File: src/spindle_warn_map.svh
// register offsets, field positions, reset values and timing counts
// assumes inclusion by the design module and the bench only
`ifndef SPINDLE_WARN_MAP_SVH
`define SPINDLE_WARN_MAP_SVH
`define OFF_WARN_LOW 4'h0
`define OFF_WARN_HIGH 4'h1
`define OFF_ID_CFG 4'h2
`define OFF_IRQ_STATUS 4'h3
`define OFF_IRQ_MASK 4'h4
`define OFF_ID_CMD 4'h5
`define OFF_ID_MISMATCH 4'h6
`define OFF_DIAG_WARN0 4'h8
`define OFF_DIAG_ERR0 4'hC
`define BIT_ID_EDIT 0
`define BIT_ID_HIDE 2
`define CFG_RESET 8'h00
`define CODE_INT_FAN 9'h038
`define CODE_RAD_FAN 9'h058
`define CODE_OPEN_PHASE 9'h004
`define CODE_CONV_OVLD 9'h03A
`define CODE_CONV_FAN 9'h03B
`define CODE_CONV_RAD 9'h071
`define ONE_MIN_MS 60000
`define FIVE_SEC_MS 5000
`define CLK_MHZ 250
`define ID_ITEMS 12
`endif

File: src/spindle_warn_pkg.sv
// types shared by the warning reporter
// assumes the map header for constants
package spindle_warn_pkg;
  typedef struct packed {
    logic [3:0] newer_gen;
    logic [3:0] older_gen;
    logic regen_supply;
  } spindle_cfg_t;
  typedef struct packed {
    logic [3:0] addr;
    logic [7:0] wdata;
    logic wr;
    logic rd;
  } reg_req_t;
  typedef enum logic [3:0] {
    ID_IDLE = 4'b0001,
    ID_CAPTURE = 4'b0010,
    ID_COMPARE = 4'b0100,
    ID_DONE = 4'b1000
  } id_state_t;
endpackage

File: src/spindle_warning_status_reporter.sv
// spindle warning code reporter, diagnostics, id record check
// assumes amplifier status inputs are asynchronous and id records are parallel
//
// Contract
// - a warning from a qualifying spindle appears as nine-bit code.
// - code bits one to eight in low byte, bit nine at high byte bit 0.
// - simultaneous warnings: lowest axis number wins.
// - function disabled without newer spindles or with any older spindle.
// - codes 56,88,04,58,59,113 name the documented causes.
// - 56,58,59 and 04 raise alarm after one minute, 04 regen five seconds.
// - radiator fan warnings raise alarm only on real overheat.
// - per-spindle warning numbers, zero when none.
// - per-spindle error numbers, zero when none.
// - any older amplifier suppresses all error numbers.
// - first startup stores identification records in nonvolatile memory.
// - later startups flag each differing record item as mismatched.
// - config bit 0 allows record editing when one.
// - config bit 2 hides identification display when one.
// - edited records stay flagged when differing from units read.
//
// The placing of the registers and strobed register access were chosen for this implementation.
`include "spindle_warn_map.svh"
module spindle_warning_status_reporter
  import spindle_warn_pkg::*;
#(
  // one minute at full clock rate needs more than 32 bits
  parameter longint ONE_MIN_CYC = longint'(`ONE_MIN_MS) * 1000 * `CLK_MHZ,
  parameter longint FIVE_SEC_CYC = longint'(`FIVE_SEC_MS) * 1000 * `CLK_MHZ
) (
  // clock and reset
  input wire logic ref_clk,
  input wire logic resetn,
  // register port
  input wire logic [3:0] reg_addr,
  input wire logic [7:0] reg_wdata,
  input wire logic reg_wr,
  input wire logic reg_rd,
  output logic [7:0] reg_rdata,
  // amplifier status, asynchronous
  input wire logic [35:0] amp_warn_num,
  input wire logic [35:0] amp_err_num,
  input wire logic [3:0] amp_overheat,
  input wire spindle_cfg_t amp_cfg,
  // identification records
  input wire logic [`ID_ITEMS*8-1:0] id_read_data,
  input wire logic id_first_start,
  input wire logic id_start,
  // outputs
  output logic [8:0] spindle_warning_code,
  output logic spindle_alarm,
  output logic id_screen_show,
  output logic irq
);
  localparam int NI = `ID_ITEMS;
  function automatic logic [8:0] lane(input logic [35:0] v, input int i);
    return v[i*9 +: 9];
  endfunction
  function automatic logic timed_code(input logic [8:0] c);
    return c == `CODE_INT_FAN || c == `CODE_CONV_OVLD || c == `CODE_CONV_FAN ||
      c == `CODE_OPEN_PHASE;
  endfunction

  ////////////////////////////////////////////////////////////////////////
  logic rst_s1_reg, rst_n;
  always_ff @(posedge ref_clk or negedge resetn) begin
    if (!resetn) begin
      rst_s1_reg <= 1'b0;
      rst_n <= 1'b0;
    end else begin
      rst_s1_reg <= 1'b1;
      rst_n <= rst_s1_reg;
    end
  end

  // two-stage sync of every asynchronous input
  localparam int SW = 36 + 36 + 4 + 9 + NI * 8 + 2;
  logic [SW-1:0] sync1_reg, sync2_reg;
  always_ff @(posedge ref_clk or negedge rst_n) begin
    if (!rst_n) begin
      sync1_reg <= '0;
      sync2_reg <= '0;
    end else begin
      sync1_reg <= {amp_warn_num, amp_err_num, amp_overheat, amp_cfg, id_read_data,
        id_first_start, id_start};
      sync2_reg <= sync1_reg;
    end
  end
  logic [35:0] warn_s, err_s;
  logic [3:0] heat_s;
  spindle_cfg_t cfg_s;
  logic [NI*8-1:0] idr_s;
  logic first_s, start_s;
  assign {warn_s, err_s, heat_s, cfg_s, idr_s, first_s, start_s} = sync2_reg;

  ////////////////////////////////////////////////////////////////////////
  // warning arbitration
  logic func_en;
  logic [8:0] code_next, code_reg;
  logic [35:0] diag_warn_reg, diag_err_reg;
  assign func_en = (|cfg_s.newer_gen) && !(|cfg_s.older_gen);
  always_comb begin
    code_next = 9'h000;
    for (int i = 3; i >= 0; i--) begin
      if (cfg_s.newer_gen[i] && lane(warn_s, i) != 9'h000) begin
        code_next = lane(warn_s, i);
      end
    end
    if (!func_en) begin
      code_next = 9'h000;
    end
  end
  always_ff @(posedge ref_clk or negedge rst_n) begin
    if (!rst_n) begin
      code_reg <= 9'h000;
      spindle_warning_code <= 9'h000;
    end else begin
      code_reg <= code_next;
      spindle_warning_code <= code_next;
    end
  end
  always_ff @(posedge ref_clk or negedge rst_n) begin
    if (!rst_n) begin
      diag_warn_reg <= '0;
      diag_err_reg <= '0;
    end else begin
      diag_warn_reg <= warn_s;
      diag_err_reg <= (|cfg_s.older_gen) ? 36'h0 : err_s;
    end
  end

  ////////////////////////////////////////////////////////////////////////
  // alarm timing; controller gets the warning first to react
  logic [35:0] alarm_cnt_reg;
  logic [35:0] limit;
  assign limit = (code_reg == `CODE_OPEN_PHASE && cfg_s.regen_supply) ?
    36'(FIVE_SEC_CYC) : 36'(ONE_MIN_CYC);
  always_ff @(posedge ref_clk or negedge rst_n) begin
    if (!rst_n) begin
      alarm_cnt_reg <= '0;
      spindle_alarm <= 1'b0;
    end else begin
      if (code_reg != code_next || !timed_code(code_reg)) begin
        alarm_cnt_reg <= '0;
      end else if (alarm_cnt_reg < limit) begin
        alarm_cnt_reg <= alarm_cnt_reg + 36'h1;
      end
      spindle_alarm <= (timed_code(code_reg) && alarm_cnt_reg >= limit) ||
        (func_en && |(heat_s & cfg_s.newer_gen));
    end
  end

  ////////////////////////////////////////////////////////////////////////
  // identification records
  logic [7:0] cfg_reg;
  logic [7:0] store_mem [NI];
  logic [7:0] buf_reg;
  logic [3:0] sel_reg;
  logic [NI-1:0] mismatch_reg;
  logic [NI-1:0] mismatch_next;
  id_state_t id_state_reg;
  logic start_d_reg;
  logic edit_ok;
  assign edit_ok = cfg_reg[`BIT_ID_EDIT];
  always_comb begin
    for (int k = 0; k < NI; k++) begin
      mismatch_next[k] = store_mem[k] != idr_s[k*8 +: 8];
    end
  end
  always_ff @(posedge ref_clk or negedge rst_n) begin
    if (!rst_n) begin
      id_state_reg <= ID_IDLE;
      start_d_reg <= 1'b0;
      mismatch_reg <= '0;
    end else begin
      start_d_reg <= start_s;
      case (id_state_reg)
        ID_IDLE: begin
          if (start_s && !start_d_reg) begin
            id_state_reg <= first_s ? ID_CAPTURE : ID_COMPARE;
          end
        end
        ID_CAPTURE: id_state_reg <= ID_DONE;
        ID_COMPARE: begin
          mismatch_reg <= mismatch_next;
          id_state_reg <= ID_DONE;
        end
        ID_DONE: begin
          mismatch_reg <= mismatch_next;
          if (start_s && !start_d_reg) begin
            id_state_reg <= first_s ? ID_CAPTURE : ID_COMPARE;
          end
        end
        default: id_state_reg <= ID_IDLE;
      endcase
    end
  end
  // command byte: [3:0] item, [4] copy, [5] write, [6] save
  logic cmd_wr;
  assign cmd_wr = reg_wr && reg_addr == `OFF_ID_CMD && edit_ok;
  always_ff @(posedge ref_clk or negedge rst_n) begin
    if (!rst_n) begin
      buf_reg <= 8'h00;
      sel_reg <= 4'h0;
    end else if (cmd_wr) begin
      sel_reg <= reg_wdata[3:0];
      if (reg_wdata[4]) begin
        buf_reg <= idr_s[reg_wdata[3:0]*8 +: 8];
      end
    end
  end
  // store_mem stands in for the nonvolatile copy; no reset so it maps to ram
  always_ff @(posedge ref_clk) begin
    if (id_state_reg == ID_CAPTURE) begin
      for (int k = 0; k < NI; k++) begin
        store_mem[k] <= idr_s[k*8 +: 8];
      end
    end else if (cmd_wr && reg_wdata[5] && reg_wdata[3:0] < 4'(NI)) begin
      store_mem[reg_wdata[3:0]] <= buf_reg;
    end
  end
  logic save_done_reg;
  always_ff @(posedge ref_clk or negedge rst_n) begin
    if (!rst_n) begin
      save_done_reg <= 1'b0;
    end else begin
      save_done_reg <= cmd_wr && reg_wdata[6];
    end
  end

  ////////////////////////////////////////////////////////////////////////
  // registers and interrupt; bit0 warning, bit1 alarm, bit2 mismatch
  logic [7:0] irq_stat_reg, irq_mask_reg;
  logic [2:0] ev;
  assign ev = {|(mismatch_next & ~mismatch_reg) && id_state_reg == ID_DONE,
    spindle_alarm, code_next != 9'h000 && code_reg == 9'h000};
  always_ff @(posedge ref_clk or negedge rst_n) begin
    if (!rst_n) begin
      cfg_reg <= `CFG_RESET;
      irq_mask_reg <= 8'h00;
      irq_stat_reg <= 8'h00;
      id_screen_show <= 1'b0;
      irq <= 1'b0;
    end else begin
      if (reg_wr && reg_addr == `OFF_ID_CFG) cfg_reg <= reg_wdata;
      if (reg_wr && reg_addr == `OFF_IRQ_MASK) irq_mask_reg <= reg_wdata;
      // set wins over write-one-to-clear
      irq_stat_reg <= (irq_stat_reg &
        ~((reg_wr && reg_addr == `OFF_IRQ_STATUS) ? reg_wdata : 8'h00)) | {5'h00, ev};
      id_screen_show <= !cfg_reg[`BIT_ID_HIDE];
      irq <= |(irq_stat_reg & irq_mask_reg);
    end
  end
  always_ff @(posedge ref_clk or negedge rst_n) begin
    if (!rst_n) begin
      reg_rdata <= 8'h00;
    end else if (reg_rd) begin
      case (reg_addr)
        `OFF_WARN_LOW: reg_rdata <= code_reg[7:0];
        `OFF_WARN_HIGH: reg_rdata <= {7'h00, code_reg[8]};
        `OFF_ID_CFG: reg_rdata <= cfg_reg;
        `OFF_IRQ_STATUS: reg_rdata <= irq_stat_reg;
        `OFF_IRQ_MASK: reg_rdata <= irq_mask_reg;
        `OFF_ID_CMD: reg_rdata <= {save_done_reg, 3'h0, sel_reg};
        `OFF_ID_MISMATCH: reg_rdata <= mismatch_reg[7:0];
        4'h7: reg_rdata <= {4'h0, mismatch_reg[NI-1:8]};
        4'h8, 4'h9, 4'hA, 4'hB: reg_rdata <= diag_warn_reg[int'(reg_addr[1:0]) * 9 +: 8];
        4'hC, 4'hD, 4'hE, 4'hF: reg_rdata <= diag_err_reg[int'(reg_addr[1:0]) * 9 +: 8];
        default: reg_rdata <= 8'h00;
      endcase
    end else begin
      reg_rdata <= 8'h00;
    end
  end
endmodule // spindle_warning_status_reporter

File: config.mk
export PLATFORM = sky130hd
export DESIGN_NAME = spindle_warning_status_reporter
export DESIGN_NICKNAME = d
export VERILOG_FILES = /design/src/spindle_warn_pkg.sv /design/src/spindle_warning_status_reporter.sv
export VERILOG_INCLUDE_DIRS = /design/src
export SDC_FILE = /design/constraint.sdc
export NUM_CORES = 1
export LEC_CHECK = 0
export BUFFER_PORTS_ARGS = -buffer_cell sky130_fd_sc_hd__buf_2
export CELL_PAD_IN_SITES_DETAIL_PLACEMENT = 0
export CELL_PAD_IN_SITES_GLOBAL_PLACEMENT = 1
export CORE_ASPECT_RATIO = 0.9
export CORE_MARGIN = 5
export CORE_UTILIZATION = 34
export CTS_BUF_LIST = sky130_fd_sc_hd__clkbuf_8 sky130_fd_sc_hd__clkbuf_16
export CTS_CLUSTER_DIAMETER = 40
export DETAILED_ROUTE_END_ITERATION = 6
export GPL_TIMING_DRIVEN = 0
export PLACE_DENSITY = 0.63
export SYNTH_ARGS = -nofsm -noshare
export SYNTH_HDL_FRONTEND = slang
export SYNTH_SLANG_ARGS = --single-unit
File: constraint.sdc
create_clock -name ref_clk -period 20.1 [get_ports ref_clk]
set_input_delay 4.02 -clock ref_clk [delete_from_list [all_inputs] [get_ports ref_clk]]
set_output_delay 4.02 -clock ref_clk [all_outputs]
set_load 0.1 [all_outputs]
==> results of run 1 <==
## synth_stat cells, types with 6 or more instances
| cell type | number |
|---|---|
| a2111oi_0 | 7 |
| a211oi_1 | 30 |
| a21boi_0 | 8 |
| a21oi_1 | 32 |
| a221oi_1 | 10 |
| a22oi_1 | 13 |
| and2_1 | 36 |
| and4_1 | 6 |
| clkbuf_1 | 48 |
| dfrtp_1 | 533 |
| edfxtp_1 | 96 |
| inv_1 | 26 |
| mux2_2 | 133 |
| mux2i_1 | 16 |
| mux4_2 | 37 |
| nand2_1 | 74 |
| nand2b_1 | 7 |
| nand3_1 | 29 |
| nand4_1 | 29 |
| nor2_1 | 63 |
| nor2b_1 | 7 |
| nor3_1 | 28 |
| nor4_1 | 21 |
| o21ai_0 | 61 |
| o22ai_1 | 7 |
| o31ai_1 | 16 |
| or3_1 | 30 |
| or4_1 | 13 |
| xnor2_1 | 54 |
| xor2_1 | 49 |
## metal layers
layer / global-route usage, % / vias up / share of wire, %
met5: 0 / - / 0.021
met4: 6.05 / 2 / 3.3
met3: 3.13 / 128 / 5.3
met2: 25.5 / 418 / 46
met1: 24.3 / 7543 / 45
li1: - / 6632 / -
## stage by stage
stage / std cells / total power, mW / setup slack, ps
finish: 2966 / 3.31 / 12590
global route: 2964 / 3.44 / 12230
CTS: 2962 / 3.36 / 12600
detailed placement: 2786 / 1.67 / 11920
global placement: 2777 / 1.67 / -1100
floorplan: 1629 / 1.57 / 4120
## worst max-delay path: cells and delay by family
kind	cells	cell delay [ps]
buffers and inverters	4	1120
and+or+nand+nor	6	2630
## kinds of logic (layout without fill, tap and decap cells)
| logic type | after synthesis | count (layout) | share of synthesized area (%) |
|---|---|---|---|
| AOI/OAI and AO/OA | 238 | 238 | 7.05 |
| xor gates and xnor gates | 103 | 103 | 3.79 |
| adders and majority gates | 5 | 5 | 0.263 |
| buffers and inverters | 97 | 491 | 1.94 |
| DFF | 630 | 630 | 68.3 |
| muxes | 186 | 186 | 10.5 |
| other | 1 | 4 | 0.0158 |
| and+or+nand+nor | 369 | 369 | 8.23 |
## worst max path at each step
stage          cells past startpoint               end         from  slack [ps]
3_5_place_dp                      10   store_mem[0][6]  reg_addr[0]       11920
2_1_floorplan                      0  alarm_cnt_reg[0]        rst_n        4120
6_report                          10   store_mem[0][6]  reg_addr[0]       12590
3_3_place_gp                       0    sync1_reg[155]        rst_n       -1100
5_1_grt                           10   store_mem[0][4]  reg_addr[0]       12230
4_1_cts                           10   store_mem[0][6]  reg_addr[0]       12600
## power by group through the flow
stage	combinational (mW)	sequential [mW]	clock [mW]
floorplan	0.107	1.46	0
global placement	0.193	1.47	0
detailed placement	0.220	1.45	0
CTS	0.221	1.43	1.71
global route	0.239	1.44	1.76
finish	0.219	1.43	1.66
## final cells by class
cell class,instances,share of cell area (%)
Clock inverter,68,2.41
Multi-Input combinational cell,902,24.0
Inverter,27,0.342
Antenna cell,3,0.0254
Tap cell,940,3.97
Clock buffer,108,8.79
Buffer,70,1.22
Timing Repair Buffer,218,4.30
Sequential cell,630,54.9
==> metrics.txt, run 1 <==
Placeable Area=69800 sq um; num rows=92; Register Area=approximately 16000 sq um; Synth Area per Inst=14.6 sq um; Comb pwr share=6.6%; cell at the root of the clock tree=clkbuf_16; slew margin rel.=9.80%; CTS Buf Count=95; Switching Share=25.2%; most frequent cells in the layout=dfrtp_1, buf_2, mux2_2; # hold bufs at CTS=0; Clk Latency, worst-skew pair=650 ps; fmax=133 MHz; initial antenna violation count=5; FF-to-FF Start=code_reg[3]; starting density of the core=34.1%; minimum clock period after layout=7510 ps; worst reg2reg endpoint=alarm_cnt_reg[10]; final antenna-violating net count=0; first-pass GRT wire length=96.4 mm; crit-path max FO=9; Critical-path top delay cell=nor3_1; I/O Pins=219; cell taking the most area after synthesis=dfrtp_1; hpwl dp=around 46 mm; Syn Inst Count=1629; syn nets=approximately 1800; Area Overhead vs Synth=24.4%; cell area power density=112 nW/um^2; Final Max Slew Viols=0; commonest non-fill, non-tap cell in the layout=dfrtp_1; CTS tree=yes; # H-tree levels=3; number of global-route vias before repair=15700; Worst setup SP type=input port; Reg2Reg Depth=14; Fill cells=6421; final worst path period share=roughly 37%; cell mode on critical path=clkbuf_1; vias=14700; RSZ-0062 raised after global routing=false; Post-CTS Setup Repair Bufs=0; Pint=approximately 2.5 mW; worst path cell trace=clkbuf_1, nor2b_1, and4_1, clkbuf_1, nand3_1, or3_1, clkbuf_1, nor3_1, inv_1, nand2_1; Synth Flop Type=dfrtp_1; WL/cell=about 21 microns; share of synthesized registers carrying an async set or reset=84.8%; area of placed instances=26300 sq um; Port Buffer Count=around 210; crit-path max cell delay=990 ps; Yosys cell types=between 70 and 80; synth top area cells=dfrtp_1, edfxtp_1, mux2_2; hold_ws=336 ps; final setup fails=0; Clk pwr share=50.2%; critical path class=input port to flop; number of flops mapped to enable cells by yosys=96; remaining global-route overflow=0; clk buf depth=3; Mapped Area=23800 sq um; Worst Hold Class=flop to asynchronous set/reset pin; Residual DRC=0; GR Util All Layers=16.8%; via/cell ratio=around 5.0; Total Nets Final=roughly 2100; Max Cap Violations=0; flop-to-flop setup slack=15470 ps; TNS Setup=0 ps; post-synthesis register bit count=630; synth warn=0; largest net degree at the start of global routing=78; top cell type's share of synthesized area=56.0%; height of the die=261 microns; sequential fraction of design power=43.2%; sequential-to-total area share from yosys stat=between 60% and 70%; worst vdd rail ir drop=0.0000701 V; 1st-iter DRT viols=approximately 1200; Hold Violations, Final=0; post-CTS sizing=0; die footprint=75400 sq um; area of the multi-input gates=7120 sq um; final wirelength=63.3 mm; Layout Skew=41.1 ps; layout cells sized above 1=29.6%; Pleak=12.3 nW; CP arrival=approximately 7800 ps; fin area=29600 sq um; Clock transition at path regs=60 ps; routability cong.=0.869; worst-margin pin slew=1340 ps; status=finished, final reports clean; drt first pass iters=5; Worst Path Required=20400 ps; overall die width=289 microns; Sink Count=between 600 and 700; Switching Power=836 uW; post-layout util=42.4%; Worst setup EP type=flop
No activity file was read; power rests on OpenSTA's default activity.
==> run 2, diff against run 1 <==
- PLACE_DENSITY: 0.63 -> 0.65
- clock period: 20.1 -> 6.59 ns (I/O delays scaled with it)
==> run 2 against run 1 <==
Effect of this change: power rose to 3.1 times the previous value; global-route usage barely moved; wire length increased by 0.54%; sequential share of layout area decreased by 0.051 points; non-clock buffer count unchanged; die area did not move; via count decreased by 0.23%; sequential power increased to 3.1 times the previous value; register-to-register slack worse by 13000 ps; utilization barely moved; critical path depth unchanged; largest power group unchanged.
==> metrics.txt, run 2 (same netlist as run 1, synthesis figures left out) <==
first-pass GRT wire length=96.7 mm (+0.31%); final worst slack=1830 ps (-10760 ps); cell mode on critical path=clkbuf_1; cell area power density=341 nW/um^2 (+200%); Reg2Reg Depth=13 (-1); GR Util All Layers=16.8% (about the same); overall die width=289 microns (unchanged); CTS tree=yes; final wirelength=63.6 mm (+0.54%); hpwl dp=46.0 mm (+1.0%); starting density of the core=34.1% (unchanged); placed cell count=2787 (+0.036%); remaining global-route overflow=0 (unchanged); initial antenna violation count=7 (+2); post-CTS sizing=0 (unchanged); Worst Path Required=6890 ps (-13510 ps); slew margin rel.=7.77% (-2.0 points); 1st-iter DRT viols=1180 (-2.3%); largest net degree at the start of global routing=77 (-1.3%); WL/cell=21.5 microns (+0.61%); die footprint=75400 sq um (unchanged); critical path class=input port to flop; clk buf depth=3 (unchanged); worst-margin pin slew=1370 ps (+30.1 ps); minimum clock period after layout=4760 ps; area of placed instances=26300 sq um (about the same); vias=14700 (-0.23%); TNS Setup=0 ps (unchanged); commonest non-fill, non-tap cell in the layout=dfrtp_1; CTS Buf Count=96 (+1.1%); Residual DRC=0 (unchanged); Sink Count=630 (unchanged); Clk Latency, worst-skew pair=650 ps (about the same); Hold Violations, Final=0 (unchanged); Layout Skew=47.4 ps (+6.24 ps); I/O Pins=219 (unchanged); most frequent cells in the layout=dfrtp_1, buf_2, mux2_2; # hold bufs at CTS=0 (unchanged); routability cong.=0.857 (-1.4%); Area Overhead vs Synth=24.5% (about the same); layout cells sized above 1=29.3% (-0.30 points); fmax=210 MHz; Fill cells=6493 (+1.1%); hold_ws=289 ps (-46.9 ps); flop-to-flop setup slack=1990 ps (-13480 ps); worst vdd rail ir drop=0.000207 V (+200%); final setup fails=0 (unchanged); num rows=92 (unchanged); Crit path buffers/inverters=4 (unchanged); number of global-route vias before repair=15600 (-0.23%); FF-to-FF Start=code_reg[3]; RSZ-0062 raised after global routing=false; post-layout util=42.5% (about the same); worst path cell trace=clkbuf_1, nor2b_1, and4_1, clkbuf_1, nand3_1, or3_1, clkbuf_1, nor3_1, inv_1, nand2_1; crit-path max cell delay=1010 ps (+20 ps); Place WS=1190 ps (-10730 ps); fin area=29600 sq um (about the same); Post-CTS Setup Repair Bufs=0 (unchanged); # H-tree levels=3 (unchanged); delay-heaviest family, CP=simple AND/OR/NAND/NOR gates; Max Cap Violations=0 (unchanged); cell at the root of the clock tree=clkbuf_16; via/cell ratio=4.96 (-0.16%); Port Buffer Count=208 (unchanged); Worst setup SP type=input port; Total Nets Final=2149 (+0.047%); Critical-path top delay cell=nor3_1; worst reg2reg endpoint=alarm_cnt_reg[16]; Worst setup EP type=flop; Worst Hold Class=flop to asynchronous set/reset pin; final worst path period share=72.2%; CP arrival=5060 ps (-2750 ps); Final Max Slew Viols=0 (unchanged); Total Power=10.1 mW (+210%); status=finished, final reports clean; Pleak=12.3 nW (+0.20%); Placeable Area=69800 sq um (unchanged); drt first pass iters=5 (unchanged); final antenna-violating net count=0 (unchanged); height of the die=261 microns (unchanged); Final Instance Count excl. Fillers=2964 (-0.067%); crit-path max FO=9 (unchanged); Clock transition at path regs=60 ps (about the same)
## run 2: layer usage
metal / global-route usage, % / vias up / wire (microns)
li1: - / 6624 / -
met1: 23.7 / 7497 / 28300
met2: 26.5 / 462 / 29900
met3: 3.66 / 102 / 3980
met4: 4.84 / 4 / 1480
met5: 0 / - / 24
## run 2: worst max-delay path by stage
stage	cells after the start	endpoint	slack, ps	from
2_1_floorplan	0	alarm_cnt_reg[0]	1390	rst_n
3_3_place_gp	0	reg_rdata[7]	-270	rst_n
3_5_place_dp	10	store_mem[0][2]	1190	reg_addr[0]
4_1_cts	10	store_mem[0][5]	1830	reg_addr[0]
5_1_grt	10	store_mem[0][5]	1570	reg_addr[0]
6_report	10	store_mem[0][7]	1830	reg_addr[0]
## run 2: final cells by class
class                           instances  area [sq um]  area share [%]
Sequential cell                       630         16300            54.8
Multi-Input combinational cell        902          7120            24.0
Clock buffer                          114          2720            9.17
Timing Repair Buffer                  218          1280            4.32
Tap cell                              940          1180            3.97
Clock inverter                         62           621            2.09
Buffer                                 70           360            1.22
Inverter                               27           101           0.342
Antenna cell                            1          2.50         0.00845
## run 2: report_power, final
part           switching [mW]  internal, mW
registers               0.184          4.18
logic                   0.405         0.267
clock network            1.92          3.15
total                    2.51          7.60
==> run 3, diff against run 2 <==
- ABC_AREA: not set -> 1
- clock period: 6.59 -> 4.4 ns (I/O delays scaled with it)
==> run 3 against run 2 <==
Effect of this change: sequential cell count did not move; utilization rose by 0.11 points; first-iteration DRC count rose by 19%; area after synthesis fell by 0.84%; register-to-register slack got worse by 400 ps; critical path depth rose by 1; wire length barely moved; non-clock buffer count fell by 11; final cell count rose by 16%; setup slack got worse by 350 ps.
==> metrics.txt, run 3 <==
post-layout util=42.6% (+0.11 points); Register Area=16300 sq um (unchanged); Total Nets Final=2633 (+23%); crit-path max FO=10 (+1); Residual DRC=0 (unchanged); Synth Area per Inst=11.2 sq um (-24%); I/O Pins=219 (unchanged); area of the multi-input gates=6150 sq um (-14%); Worst Path Required=4700 ps (-2190 ps); die footprint=74800 sq um (-0.81%); Port Buffer Count=213 (+2.4%); post-synthesis xor/xnor area fraction=3.56% (-0.23 points); simple-gate share of the synthesized area=13.9% (+5.7 points); via/cell ratio=4.67 (-5.8%); status=finished, final reports clean; Worst Hold Class=flop to asynchronous set/reset pin; Clk Latency, worst-skew pair=650 ps (about the same); RSZ-0062 raised after global routing=false; number of global-route vias before repair=16400 (+4.8%); routability cong.=0.882 (+2.9%); cell taking the most area after synthesis=dfrtp_1; starting density of the core=34.4% (+0.26 points); syn nets=2319 (+27%); worst path cell trace=buf_2, inv_1, nand2_1, nor2_4, inv_2, nor3_4, nand4_4, nor2_2, nand2_1, buf_2, nand2_1; Clock transition at path regs=60 ps (about the same); GR Util All Layers=17.0% (+0.22 points); worst-margin pin slew=1030 ps (-341 ps); worst reg2reg endpoint=alarm_cnt_reg[30]; WL/cell=18.5 microns (-14%); Worst setup SP type=input port; cell area power density=510 nW/um^2 (+50%); # hold bufs at CTS=1 (+1); Reg2Reg Depth=13 (unchanged); # H-tree levels=3 (unchanged); Pleak=13.3 nW (+7.8%); Synth Flop Type=dfrtp_1; Mapped Area=23600 sq um (-0.84%); post-synthesis compound-gate area fraction=8.29% (+1.2 points); critical path class=input port to flop; Post-Synth Adder-Cell Area=0.265% (+0.0022 points); top cells by count, synth=dfrtp_1, nand2_1, inv_1; mux contribution to synthesized area=0% (-10 points); final setup fails=0 (unchanged); minimum clock period after layout=2920 ps; hold_ws=305 ps (+15.9 ps); final wirelength=63.6 mm (about the same); Worst setup EP type=flop; overall die width=288 microns (-0.40%); top cell type's share of synthesized area=56.5% (+0.47 points); first-pass GRT wire length=97.3 mm (+0.63%); Critical-path top delay cell=nor2_2; Yosys cell types=57 (-27%); largest family of logic cells by synthesized area=simple AND/OR/NAND/NOR gates; Sink Count=630 (unchanged); remaining global-route overflow=0 (unchanged); Fill cells=6571 (+1.2%); Max Cap Violations=0 (unchanged); post-synthesis register bit count=630 (unchanged); share of synthesized registers carrying an async set or reset=84.8% (unchanged); 1st-iter DRT viols=1408 (+19%); worst vdd rail ir drop=0.000393 V (+90%); CTS tree=yes; final antenna-violating net count=0 (unchanged); commonest non-fill, non-tap cell in the layout=dfrtp_1; Area Overhead vs Synth=23.9%; drt first pass iters=5 (unchanged); fmax=342 MHz; flop-to-flop setup slack=1590 ps (-400 ps); hpwl dp=46.6 mm (+1.2%); synth warn=0 (unchanged); Layout Skew=36.2 ps (-11.1 ps); slew margin rel.=31.6% (+24 points); Hold Violations, Final=0 (unchanged); cell mode on critical path=nand2_1; vias=16000 (+9.2%); Final Max Slew Viols=0 (unchanged); CP arrival=3230 ps (-1830 ps); Syn Inst Count=2115 (+30%); number of flops mapped to enable cells by yosys=96 (unchanged); clk buf depth=3 (unchanged); CTS Buf Count=89 (-7.3%); height of the die=260 microns (-0.40%); layout cells sized above 1=18.1% (-11 points); cell at the root of the clock tree=clkbuf_16; crit-path max cell delay=350 ps (-660 ps); initial antenna violation count=12 (+5); post-CTS sizing=0 (unchanged); synth top area cells=dfrtp_1, edfxtp_1, nand2_1; largest net degree at the start of global routing=82 (+6.5%); Total Power=14.9 mW (+48%); most common cell in the netlist=dfrtp_1; Placeable Area=68700 sq um (-1.6%); FF-to-FF Start=alarm_cnt_reg[0]; sequential-to-total area share from yosys stat=68.8% (+0.58 points); most frequent cells in the layout=dfrtp_1, nand2_1, inv_1; final worst path period share=66.4%; Post-CTS Setup Repair Bufs=0 (unchanged); num rows=91 (-1.1%)
==> run 3: changes by cell type after synthesis, moves of 36 or more <==
cell	change
o21ai_0	+96
nand2_1	+342
mux2_2	-133
inv_1	+208
nand3_1	+37
nor2_1	+83
xnor2_1	+36
xor2_1	-43
mux4_2	-37
==> run 3: worst max-delay path: cells and delay by family <==
family                 cells  cell delay (ps)
buffers and inverters      4              510
and+or+nand+nor            7             1830
==> run 3: cells by family after synthesis <==
| group | Yosys count |
|---|---|
| compound gates | 332 |
| xor+xnor | 96 |
| fa+ha+maj | 5 |
| buf+inv | 295 |
| flops | 630 |
| other cells | 1 |
| simple gates | 756 |
==> run 3: final cells by class <==
cell class | count | share of cell area (%)
Clock buffer | 96 | 7.98
Buffer | 54 | 1.04
Clock inverter | 71 | 2.79
Inverter | 241 | 3.10
Antenna cell | 3 | 0.0257
Timing Repair Buffer | 223 | 4.48
Multi-Input combinational cell | 1190 | 21.0
Tap cell | 930 | 3.98
Sequential cell | 630 | 55.6
==> run 3: stage by stage <==
stage	instance area, sq um	setup TNS, ps	worst slack (ps)	std cells
floorplan	23600	-422180	-795	2115
global placement	25800	-1281620	-2450	3258
detailed placement	26100	0	820	3267
CTS	29200	0	1510	3435
global route	29200	0	1260	3436
finish	29200	0	1480	3438
==> run 3: power breakdown <==
part           switching (mW)  internal [mW]  total, mW  leakage (nW)
Sequential              0.250           6.30       6.55          7.30
Combinational           0.687          0.344       1.03          4.44
Clock                    2.86           4.49       7.34          1.57
Total                    3.79           11.1       14.9          13.3
==> run 3: worst max-delay path by stage <==
stage | start | endpoint | slack (ps) | cells after the start
6_report | reg_addr[1] | store_mem[3][5] | 1480 | 11
5_1_grt | reg_addr[1] | store_mem[2][1] | 1260 | 11
4_1_cts | reg_addr[1] | store_mem[2][1] | 1510 | 11
3_5_place_dp | reg_addr[1] | store_mem[2][4] | 820 | 11
3_3_place_gp | rst_n | sync2_reg[135] | -2450 | 0
2_1_floorplan | rst_n | alarm_cnt_reg[0] | -800 | 0
==> run 3: layer usage <==
| metal | wire length (microns) | global-route usage, % |
|---|---|---|
| met1 | 28500 | 23.8 |
| met4 | 1980 | 5.77 |
| met5 | 63 | 0 |
| met2 | 28400 | 26.0 |
| met3 | 4680 | 4.59 |
